File: src/hw/tpw_consts.vh
`ifndef TPW_CONSTS_VH
`define TPW_CONSTS_VH

// ----------------------------------------
// Clock and time base
// ----------------------------------------
`define TPW_CLK_NS 4
`define TPW_MS_NS 1000000
`define TPW_MS_CYCLES (`TPW_MS_NS / `TPW_CLK_NS)
// Sample period in ns is update setting * SAMPLE_NUM_NS / SAMPLE_SCALE
`define TPW_SAMPLE_NUM_NS 1000000
`define TPW_SAMPLE_SCALE 1024
`define TPW_UPDATE_DEFAULT 16'd1000

// ----------------------------------------
// Wait opcodes
// ----------------------------------------
`define TPW_OPW 4
`define TPW_OP_MOTION_COMPLETE 4'h0
`define TPW_OP_REL_DISTANCE 4'h1
`define TPW_OP_REPEAT_DISTANCE 4'h2
`define TPW_OP_ABS_POSITION 4'h3
`define TPW_OP_FWD_CROSSING 4'h4
`define TPW_OP_REV_CROSSING 4'h5
`define TPW_OP_IN_POSITION 4'h6
`define TPW_OP_INPUT_LEVEL 4'h7
`define TPW_OP_SLEW_SPEED 4'h8
`define TPW_OP_REF_TIME 4'h9
`define TPW_OP_DELAY 4'ha
`define TPW_OP_PATH_DISTANCE 4'hb

// ----------------------------------------
// Codes and field sizes
// ----------------------------------------
`define TPW_STOP_TIMEOUT 8'h63
`define TPW_AXW 3
`define TPW_POSW 32
`define TPW_UNIT_MS 1'b0
`define TPW_UNIT_SAMPLE 1'b1

`endif

File: src/hw/tpw_tick_gen.v
`include "tpw_consts.vh"

// ----------------------------------------
// Servo sample and millisecond ticks
// ----------------------------------------
module tpw_tick_gen #(
    parameter MS_CYCLES = `TPW_MS_CYCLES
) (
    // Clock and reset
    input wire ref_clk,
    input wire rst,
    // Update-rate setting
    input wire [15:0] servo_update_period,
    // Ticks
    output reg smp_tick,
    output reg ms_tick
);

localparam [39:0] STEP = `TPW_CLK_NS * `TPW_SAMPLE_SCALE;
localparam [39:0] NUM = `TPW_SAMPLE_NUM_NS;
localparam [31:0] MS_LAST = MS_CYCLES - 1;

wire [39:0] thresh = {24'h0, servo_update_period} * NUM;
wire [39:0] acc_sum;
reg [39:0] acc_q;
reg [31:0] ms_cnt_q;

assign acc_sum = acc_q + STEP;

// Fractional accumulator keeps the mean sample period exact
always @(posedge ref_clk or posedge rst) begin
    if (rst) begin
        acc_q <= 40'h0;
        smp_tick <= 1'b0;
        ms_cnt_q <= 32'h0;
        ms_tick <= 1'b0;
    end else begin
        if (acc_sum >= thresh) begin
            acc_q <= acc_sum - thresh;
            smp_tick <= 1'b1;
        end else begin
            acc_q <= acc_sum;
            smp_tick <= 1'b0;
        end
        if (ms_cnt_q >= MS_LAST) begin
            ms_cnt_q <= 32'h0;
            ms_tick <= 1'b1;
        end else begin
            ms_cnt_q <= ms_cnt_q + 32'h1;
            ms_tick <= 1'b0;
        end
    end
end

endmodule // tpw_tick_gen

File: src/hw/tpw_trippoint_wait_unit.v
// Summary of operation
// A decoded wait stalls the sequencer until its condition holds.
// Motion-complete wait releases when all named axes finish; no operand means all.
// Relative-distance wait trips when commanded position moved n from move start.
// Repeat-distance wait trips n beyond the last repeat or relative trip point.
// Absolute-position wait trips when the axis reaches the given position.
// Forward-crossing wait trips at position going forward; immediate if already beyond.
// Reverse-crossing wait trips at position going backward; immediate if already past.
// In-position wait needs profile done and encoder at or past target.
// In-position timeout clears hold, sets stop code 99, diverts to handler.
// Input-level wait: positive operand high, negative low; line range checked.
// Slew-speed wait releases once every named axis is at slew speed.
// Reference-time: 0 latches reference, n waits, -n waits then advances reference.
// Delay wait holds for the operand time from decode.
// Unit selector 0 counts milliseconds, 1 counts servo samples.
// Path-distance wait releases when the vector path covered the distance.
// A relative move while the axis moves is refused with an error.
// Position trippoints are evaluated once per servo sample.
// Sample period is derived from the update-rate setting.
// One pending trippoint; release in the sample its condition becomes true.
// Position waits need exactly one axis, else command error without holding.
`include "tpw_consts.vh"

module tpw_trippoint_wait_unit #(
    parameter AXES = 8,
    parameter NUM_INPUTS = 48,
    parameter MS_CYCLES = `TPW_MS_CYCLES
) (
    // Clock and reset
    input wire ref_clk,
    input wire rst,
    // Sequencer command
    input wire cmd_valid,
    input wire [3:0] cmd_op,
    input wire [AXES:0] cmd_axes,
    input wire [31:0] cmd_operand,
    input wire cmd_unit,
    // Sequencer answer
    output reg seq_hold_q,
    output reg seq_release_q,
    output reg cmd_error_q,
    output reg timeout_jump_q,
    // Stop code report
    output reg stop_code_wr_q,
    output reg [2:0] stop_code_axis_q,
    output reg [7:0] stop_code_q,
    // Relative move request
    input wire rel_move_valid,
    input wire [2:0] rel_move_axis,
    output reg rel_move_ack_q,
    output reg rel_move_err_q,
    // Axis state
    input wire [AXES*32-1:0] axis_cmd_pos,
    input wire [AXES*32-1:0] axis_enc_pos,
    input wire [AXES*32-1:0] axis_start_pos,
    input wire [AXES-1:0] axis_moving,
    input wire [AXES-1:0] axis_at_slew,
    input wire [AXES*32-1:0] in_position_timeout,
    input wire seq_moving,
    input wire seq_at_slew,
    input wire [31:0] path_dist,
    // Pins and setting
    input wire [NUM_INPUTS-1:0] in_lines,
    input wire [15:0] servo_update_period
);

localparam [1:0] ST_IDLE = 2'd0;
localparam [1:0] ST_HOLD = 2'd1;

// ----------------------------------------
// Helpers
// ----------------------------------------
function [31:0] pick;
    input [AXES*32-1:0] v;
    input [2:0] i;
    integer k;
    begin
        pick = 32'h0;
        for (k = 0; k < AXES; k = k + 1) begin
            if ({29'h0, i} == k) begin
                pick = v[k*32 +: 32];
            end
        end
    end
endfunction

function [3:0] ones;
    input [AXES:0] m;
    integer k;
    begin
        ones = 4'h0;
        for (k = 0; k <= AXES; k = k + 1) begin
            ones = ones + {3'h0, m[k]};
        end
    end
endfunction

function [2:0] first_idx;
    input [AXES:0] m;
    integer k;
    begin
        first_idx = 3'h0;
        for (k = AXES - 1; k >= 0; k = k - 1) begin
            if (m[k]) begin
                first_idx = k[2:0];
            end
        end
    end
endfunction

// ----------------------------------------
// Ticks and input synchroniser
// ----------------------------------------
wire smp_tick;
wire ms_tick;

tpw_tick_gen #(.MS_CYCLES(MS_CYCLES)) u_tick (
    .ref_clk(ref_clk),
    .rst(rst),
    .servo_update_period(servo_update_period),
    .smp_tick(smp_tick),
    .ms_tick(ms_tick)
);

reg [NUM_INPUTS-1:0] in_meta_q;
reg [NUM_INPUTS-1:0] in_sync_q;

always @(posedge ref_clk or posedge rst) begin
    if (rst) begin
        in_meta_q <= {NUM_INPUTS{1'b0}};
        in_sync_q <= {NUM_INPUTS{1'b0}};
    end else begin
        in_meta_q <= in_lines;
        in_sync_q <= in_meta_q;
    end
end

// ----------------------------------------
// State
// ----------------------------------------
reg [1:0] state_q;
reg [3:0] op_q;
reg [2:0] ax_q;
reg [AXES:0] mask_q;
reg [31:0] target_q;
reg dir_q;
reg lvl_q;
reg [5:0] line_q;
reg unit_q;
reg [31:0] tbase_q;
reg [31:0] tlen_q;
reg adv_q;
reg [31:0] to_base_q;
reg [31:0] ms_now_q;
reg [31:0] smp_now_q;
reg [31:0] ref_ms_q;
reg [31:0] ref_smp_q;
reg [31:0] rpt_base [0:AXES-1];

// ----------------------------------------
// Issue-time decode
// ----------------------------------------
wire [31:0] n_mag = cmd_operand[31] ? (~cmd_operand + 32'h1) : cmd_operand;
wire [2:0] c_ax = first_idx(cmd_axes);
wire [31:0] c_cmd = pick(axis_cmd_pos, c_ax);
wire [31:0] c_start = pick(axis_start_pos, c_ax);
wire [31:0] c_rpt = rpt_base[c_ax];
wire [31:0] now_unit = cmd_unit ? smp_now_q : ms_now_q;
wire [31:0] ref_unit = cmd_unit ? ref_smp_q : ref_ms_q;
wire c_single = (ones(cmd_axes) == 4'h1) && !cmd_axes[AXES];
wire c_posop = (cmd_op == `TPW_OP_REL_DISTANCE) || (cmd_op == `TPW_OP_REPEAT_DISTANCE) ||
    (cmd_op == `TPW_OP_ABS_POSITION) || (cmd_op == `TPW_OP_FWD_CROSSING) ||
    (cmd_op == `TPW_OP_REV_CROSSING) || (cmd_op == `TPW_OP_IN_POSITION);
wire c_badline = (n_mag == 32'h0) || (n_mag > NUM_INPUTS);
wire c_err = (c_posop && !c_single) ||
    ((cmd_op == `TPW_OP_INPUT_LEVEL) && c_badline) ||
    (cmd_op > `TPW_OP_PATH_DISTANCE);

// ----------------------------------------
// Hold-time conditions
// ----------------------------------------
wire [31:0] h_cmd = pick(axis_cmd_pos, ax_q);
wire [31:0] h_enc = pick(axis_enc_pos, ax_q);
wire [31:0] h_tw = pick(in_position_timeout, ax_q);
wire h_moving = axis_moving[ax_q];
wire cmd_hit = dir_q ? ($signed(h_cmd) >= $signed(target_q)) : ($signed(h_cmd) <= $signed(target_q));
wire enc_hit = dir_q ? ($signed(h_enc) >= $signed(target_q)) : ($signed(h_enc) <= $signed(target_q));
wire enc_in = dir_q ? ($signed(h_enc) >= $signed(h_cmd)) : ($signed(h_enc) <= $signed(h_cmd));
wire [AXES:0] busy_vec = {seq_moving, axis_moving};
wire [AXES:0] slew_vec = {seq_at_slew, axis_at_slew};
wire [31:0] t_now = unit_q ? smp_now_q : ms_now_q;
wire [31:0] t_el = t_now - tbase_q;
wire [31:0] to_el = ms_now_q - to_base_q;
wire timed_out = (op_q == `TPW_OP_IN_POSITION) && (h_tw != 32'h0) && (to_el >= h_tw);
reg cond;
reg per_sample;

always @* begin
    cond = 1'b0;
    per_sample = 1'b1;
    case (op_q)
        `TPW_OP_MOTION_COMPLETE: cond = ((busy_vec & mask_q) == {(AXES+1){1'b0}});
        `TPW_OP_REL_DISTANCE: cond = cmd_hit;
        `TPW_OP_REPEAT_DISTANCE: cond = cmd_hit;
        `TPW_OP_ABS_POSITION: cond = cmd_hit;
        `TPW_OP_FWD_CROSSING: cond = enc_hit;
        `TPW_OP_REV_CROSSING: cond = enc_hit;
        `TPW_OP_IN_POSITION: cond = !h_moving && enc_in;
        `TPW_OP_SLEW_SPEED: cond = ((slew_vec & mask_q) == mask_q);
        `TPW_OP_PATH_DISTANCE: cond = ($signed(path_dist) >= $signed(target_q));
        `TPW_OP_INPUT_LEVEL: begin
            cond = (in_sync_q[line_q] == lvl_q);
            per_sample = 1'b0;
        end
        `TPW_OP_REF_TIME, `TPW_OP_DELAY: begin
            cond = (t_el >= tlen_q);
            per_sample = 1'b0;
        end
        default: begin
            cond = 1'b1;
            per_sample = 1'b0;
        end
    endcase
end

// Position-type waits only look on a sample boundary
wire trip = cond && (!per_sample || smp_tick);

// ----------------------------------------
// Sequencer hold control
// ----------------------------------------
integer i;

always @(posedge ref_clk or posedge rst) begin
    if (rst) begin
        state_q <= ST_IDLE;
        op_q <= `TPW_OP_MOTION_COMPLETE;
        ax_q <= 3'h0;
        mask_q <= {(AXES+1){1'b0}};
        target_q <= 32'h0;
        dir_q <= 1'b0;
        lvl_q <= 1'b0;
        line_q <= 6'h0;
        unit_q <= `TPW_UNIT_MS;
        tbase_q <= 32'h0;
        tlen_q <= 32'h0;
        adv_q <= 1'b0;
        to_base_q <= 32'h0;
        ms_now_q <= 32'h0;
        smp_now_q <= 32'h0;
        ref_ms_q <= 32'h0;
        ref_smp_q <= 32'h0;
        seq_hold_q <= 1'b0;
        seq_release_q <= 1'b0;
        cmd_error_q <= 1'b0;
        timeout_jump_q <= 1'b0;
        stop_code_wr_q <= 1'b0;
        stop_code_axis_q <= 3'h0;
        stop_code_q <= 8'h0;
        rel_move_ack_q <= 1'b0;
        rel_move_err_q <= 1'b0;
        for (i = 0; i < AXES; i = i + 1) begin
            rpt_base[i] <= 32'h0;
        end
    end else begin
        seq_release_q <= 1'b0;
        cmd_error_q <= 1'b0;
        timeout_jump_q <= 1'b0;
        stop_code_wr_q <= 1'b0;
        rel_move_ack_q <= rel_move_valid && !axis_moving[rel_move_axis];
        rel_move_err_q <= rel_move_valid && axis_moving[rel_move_axis];
        if (ms_tick) begin
            ms_now_q <= ms_now_q + 32'h1;
        end
        if (smp_tick) begin
            smp_now_q <= smp_now_q + 32'h1;
        end
        case (state_q)
            ST_IDLE: begin
                if (cmd_valid) begin
                    op_q <= cmd_op;
                    ax_q <= c_ax;
                    mask_q <= (cmd_axes == {(AXES+1){1'b0}}) ? {(AXES+1){1'b1}} : cmd_axes;
                    unit_q <= cmd_unit;
                    lvl_q <= !cmd_operand[31];
                    line_q <= n_mag[5:0] - 6'h1;
                    tlen_q <= n_mag;
                    adv_q <= cmd_operand[31];
                    to_base_q <= ms_now_q;
                    target_q <= cmd_operand;
                    dir_q <= 1'b1;
                    case (cmd_op)
                        `TPW_OP_REL_DISTANCE: begin
                            target_q <= c_start + cmd_operand;
                            dir_q <= !cmd_operand[31];
                        end
                        `TPW_OP_REPEAT_DISTANCE: begin
                            target_q <= c_rpt + cmd_operand;
                            dir_q <= !cmd_operand[31];
                        end
                        `TPW_OP_ABS_POSITION: dir_q <= ($signed(cmd_operand) >= $signed(c_cmd));
                        `TPW_OP_REV_CROSSING: dir_q <= 1'b0;
                        `TPW_OP_IN_POSITION: dir_q <= ($signed(c_cmd) >= $signed(c_start));
                        `TPW_OP_REF_TIME: tbase_q <= ref_unit;
                        `TPW_OP_DELAY: tbase_q <= now_unit;
                        default: dir_q <= 1'b1;
                    endcase
                    if (c_err) begin
                        cmd_error_q <= 1'b1;
                    end else if (cmd_op == `TPW_OP_REF_TIME && cmd_operand == 32'h0) begin
                        ref_ms_q <= ms_now_q;
                        ref_smp_q <= smp_now_q;
                        seq_release_q <= 1'b1;
                    end else begin
                        seq_hold_q <= 1'b1;
                        state_q <= ST_HOLD;
                    end
                end
            end
            ST_HOLD: begin
                if (timed_out && !trip) begin
                    seq_hold_q <= 1'b0;
                    timeout_jump_q <= 1'b1;
                    stop_code_wr_q <= 1'b1;
                    stop_code_axis_q <= ax_q;
                    stop_code_q <= `TPW_STOP_TIMEOUT;
                    state_q <= ST_IDLE;
                end else if (trip) begin
                    seq_hold_q <= 1'b0;
                    seq_release_q <= 1'b1;
                    state_q <= ST_IDLE;
                    if (op_q == `TPW_OP_REL_DISTANCE || op_q == `TPW_OP_REPEAT_DISTANCE) begin
                        rpt_base[ax_q] <= target_q;
                    end
                    if (op_q == `TPW_OP_REF_TIME && adv_q) begin
                        if (unit_q) begin
                            ref_smp_q <= ref_smp_q + tlen_q;
                        end else begin
                            ref_ms_q <= ref_ms_q + tlen_q;
                        end
                    end
                end
            end
            default: begin
                state_q <= ST_IDLE;
                seq_hold_q <= 1'b0;
            end
        endcase
    end
end

endmodule // tpw_trippoint_wait_unit

File: config.mk
export PLATFORM = sky130hd
export DESIGN_NAME = tpw_trippoint_wait_unit
export DESIGN_NICKNAME = d
export VERILOG_FILES = /design/src/hw/tpw_tick_gen.v /design/src/hw/tpw_trippoint_wait_unit.v
export VERILOG_INCLUDE_DIRS = /design/src /design/src/hw
export SDC_FILE = /design/constraint.sdc
export NUM_CORES = 2
export LEC_CHECK = 0
export ABC_AREA = 1
export BUFFER_PORTS_ARGS = -buffer_cell sky130_fd_sc_hd__buf_2
export CAP_MARGIN = 20
export CORE_AREA = 5 5 462 464
export DETAILED_ROUTE_END_ITERATION = 6
export DIE_AREA = 0 0 467 469
export PLACE_DENSITY = 0.53
export SKIP_LAST_GASP = 1
export SLEW_MARGIN = 30
export SYNTH_ARGS = -nofsm -noshare
export SYNTH_HDL_FRONTEND = slang
export SYNTH_SLANG_ARGS = --single-unit
export TNS_END_PERCENT = 10
File: constraint.sdc
create_clock -name ref_clk -period 28.7 [get_ports ref_clk]
set_input_delay 4.305 -clock ref_clk [delete_from_list [all_inputs] [get_ports ref_clk]]
set_output_delay 4.305 -clock ref_clk [all_outputs]
set_load 0.01 [all_outputs]
==> flow_summary_export.csv <==
group,metric,value,unit
status,status,"finished with violations",
status,failed_checks,"DRC",
clock_tree,cts.path.max_buffers,3,
timing,fin_hold_ws,0.334,ns
logic_synthesis,synth_seq_cells,712,
clock_tree,cts_tree,"built",
clock_tree,cts_resized,0,
logic_synthesis,synth.yosys.warnings,0,
logic_synthesis,synth_area_leaders,"dfrtp_1 (30%), ha_1 (12%), nand2_1 (11%)",
floorplan,die_y,469,um
critical_path,r2r_end,"ref_ms_q[11]",
clock_tree,htree_levels,3,
cells_and_area,nets,11300,
logic_synthesis,synthesis.area,0.0595,sq mm
critical_path,regToRegSetupSlack,20.21,ns
power,p_per_area,107,mW/mm^2
floorplan,die_area,0.219,sq mm
grt,grt_first_pass_wirelength,509000,um
grt,antenna_found_initial,212,
timing,setup-violations-final,0,
logic_synthesis,synthTopCellsByCount,"nand2_1 (1779), a21oi_1 (895), inv_1 (871)",
timing,min_period,11.21,ns
logic_synthesis,synth.distinct_cells,61,
critical_path,r2r-start,"ax_q[0]",
critical_path,crit_top_cell,"fa_1",
cells_and_area,multi_input_area,0.0371,sq mm
floorplan,fp-row-count,168,
critical_path,worstPathArrival,11.80,ns
hold_path,hp-class,"flip-flop to flip-flop",
logic_synthesis,yosysTopAreaCell,"dfrtp_1",
timing,fin_crit_sh,0.391,
logic_synthesis,yosysMostFrequentCell,"nand2_1",
critical_path,endpoint,"u_tick.acc_q[10]",
logic_synthesis,synth_edf_count,0,
flow_run,maxCapViolCount,0,
critical_path,critPathMaxStageDelay,0.58,ns
timing,rsz0062_at_grt,"no",
power,leakage,35.8,nW
cells_and_area,stdcell_count,12500,
placed_design,place_congestion,1.06,
grt,grt_max_degree,126,
critical_path,reg2regPathDepth,30,
cells_and_area,drive_above_1_share,0.164,
grt,track_usage,0.332,
power,ir_drop,0.160,mV
timing,clock.fmax,89.2,MHz
floorplan,ios,1209,
timing,finalClockSkew,0.0466,ns
logic_synthesis,avgSynthCellArea,7.08,sq um
cells_and_area,seq_area,0.0178,sq mm
placed_design,port-buffer-count,1204,
grt,grt-ovfl-total,0,
cells_and_area,area_delta_synth_final,21.1,%
logic_synthesis,synth-async-reset-ratio,1.00,
route,wl,378000,um
clock_tree,clk_pin_slew,0.07,ns
cells_and_area,final_util,0.345,
clock_tree,clock_sinks,712,
critical_path,worstSetupPathType,"primary input to flip-flop",
floorplan,start_util,0.285,
logic_synthesis,synth_top_flop_cell,"dfrtp_1",
logic_synthesis,synth_top_area_share,0.299,
logic_synthesis,syn_inst,8407,
route,drc,1,
clock_tree,cts-buffers-inserted,90,
cells_and_area,fillerInstances,22800,
clock_tree,insertion_delay,0.75,ns
grt,grt_pass1_vias,63800,
cells_and_area,design_area,0.0721,sq mm
timing,finalHoldViolCount,0,
critical_path,cp-start-kind,"primary input",
critical_path,cp-startpoint,"servo_update_period[1]",
critical_path,crit_required,29.29,ns
timing,fin_setup_tns,0,ns
critical_path,path_max_fanout,36,
critical_path,critPathCaptureType,"flip-flop",
logic_synthesis,seq_area_frac_synth,0.299,
floorplan,core,0.209,sq mm
clock_tree,post_cts_buffers,0,
route,antenna_left,0,
timing,drv_slew,0,
route,vias_per_cell,5.42,
placed_design,dp_hpwl,313000,um
timing,relSlewSlack,0.226,
route,wl_per_cell,30.4,um
route,firstDrtPassIters,7,
placed_design,placed_area,0.0686,sq mm
placed_design,dp_cells,12200,
clock_tree,cts-hold-fix-buffers,0,
route,vias,67500,
floorplan,fp.dieW,467,um
clock_tree,cts_root_buf,"clkbuf_16",
critical_path,cpMaxStageDelayCell,"fa_1",
route,drt_iter0_markers,7697,
timing,tightestPinTransition,1.15,ns
routing by layer:
| metal | vias to the layer above | routed length, um | global-route usage |
|---|---|---|---|
| li1 | 30800 | - | - |
| met1 | 32500 | 150000 | 0.413 |
| met2 | 3371 | 166000 | 0.507 |
| met3 | 744 | 36500 | 0.0950 |
| met4 | 54 | 24700 | 0.202 |
| met5 | - | 359 | 0 |
worst min path at each step:
stage                        startpoint  depth (start not counted)  slack, ns            end
after global routing       in_meta_q[2]                          0       0.35   in_sync_q[2]
after floorplan            in_meta_q[0]                          0       0.33   in_sync_q[0]
after global placement    in_meta_q[36]                          0       0.33  in_sync_q[36]
final                     in_meta_q[37]                          0       0.33  in_sync_q[37]
after detailed placement  in_meta_q[10]                          0       0.33  in_sync_q[10]
after CTS                 in_meta_q[39]                          0       0.33  in_sync_q[39]
flip-flops by register name, summed over array words and instances, names as in the netlist, 6 cells and up:
name and count:
in_meta_q 48, in_sync_q 48, line_q 6, mask_q 9, ms_now_q 32, ref_ms_q 32, ref_smp_q 32, rpt_base 256
smp_now_q 32, target_q 32, tbase_q 32, tlen_q 32, to_base_q 32, u_tick.acc_q 34, u_tick.ms_cnt_q 32
layout by cell type, fill, tap and decap left out, types with 38 or more instances in the layout:
| master | instances |
|---|---|
| a31oi_1 | 66 |
| diode_2 | 120 |
| xnor2_1 | 66 |
| nand3_1 | 364 |
| ha_1 | 554 |
| fa_1 | 66 |
| buf_4 | 93 |
| clkbuf_16 | 90 |
| inv_1 | 863 |
| a221oi_1 | 48 |
| nand2_1 | 1775 |
| a21oi_1 | 887 |
| o21ai_1 | 62 |
| nor3_1 | 117 |
| o221ai_1 | 38 |
| nor2_1 | 780 |
| xor2_1 | 193 |
| buf_2 | 1204 |
| dfrtp_1 | 710 |
| o22ai_1 | 129 |
| a22oi_1 | 40 |
| o21ai_0 | 651 |
| nand4_1 | 138 |
| nor4_1 | 107 |
cell type report:
class,count,area share
tap,2805,0.0487
antenna,120,0.00417
timing repair buffer,1304,0.0948
clock inverter,41,0.00750
inverter,919,0.0481
sequential,712,0.247
clock buffer,123,0.0351
multi-input combinational,6431,0.514
cells by family after synthesis:
kind of cell	synth area share
compound gates	0.203
xor+xnor	0.0381
fa+ha+maj	0.139
buf+inv	0.0824
flops	0.299
other cells	0.0000630
simple gates	0.239
where the power goes:
| part | internal [mW] | switching [mW] | total, mW |
|---|---|---|---|
| Combinational | 1.69 | 3.29 | 4.98 |
| Sequential | 1.30 | 0.248 | 1.55 |
| Clock | 0.694 | 0.505 | 1.20 |
| Total | 3.68 | 4.05 | 7.73 |
critical path, delay by kind of cell:
family,cells,cell delay (ns)
XOR/XNOR,1,0.13
buffers and inverters,7,1.16
AND/OR/NAND/NOR,8,0.73
adder cells (fa/ha/maj),8,3.52
AO/OA/AOI/OAI,10,1.89
stage by stage:
stage	setup slack (ns)	power, mW
5_1_grt	16.90	8.34
3_3_place_gp	16.73	6.35
6_report	17.49	7.73
4_1_cts	17.48	7.68
2_1_floorplan	4.42	4.79
3_5_place_dp	16.65	6.44
Note: power is estimated with default switching activity, not from simulation.
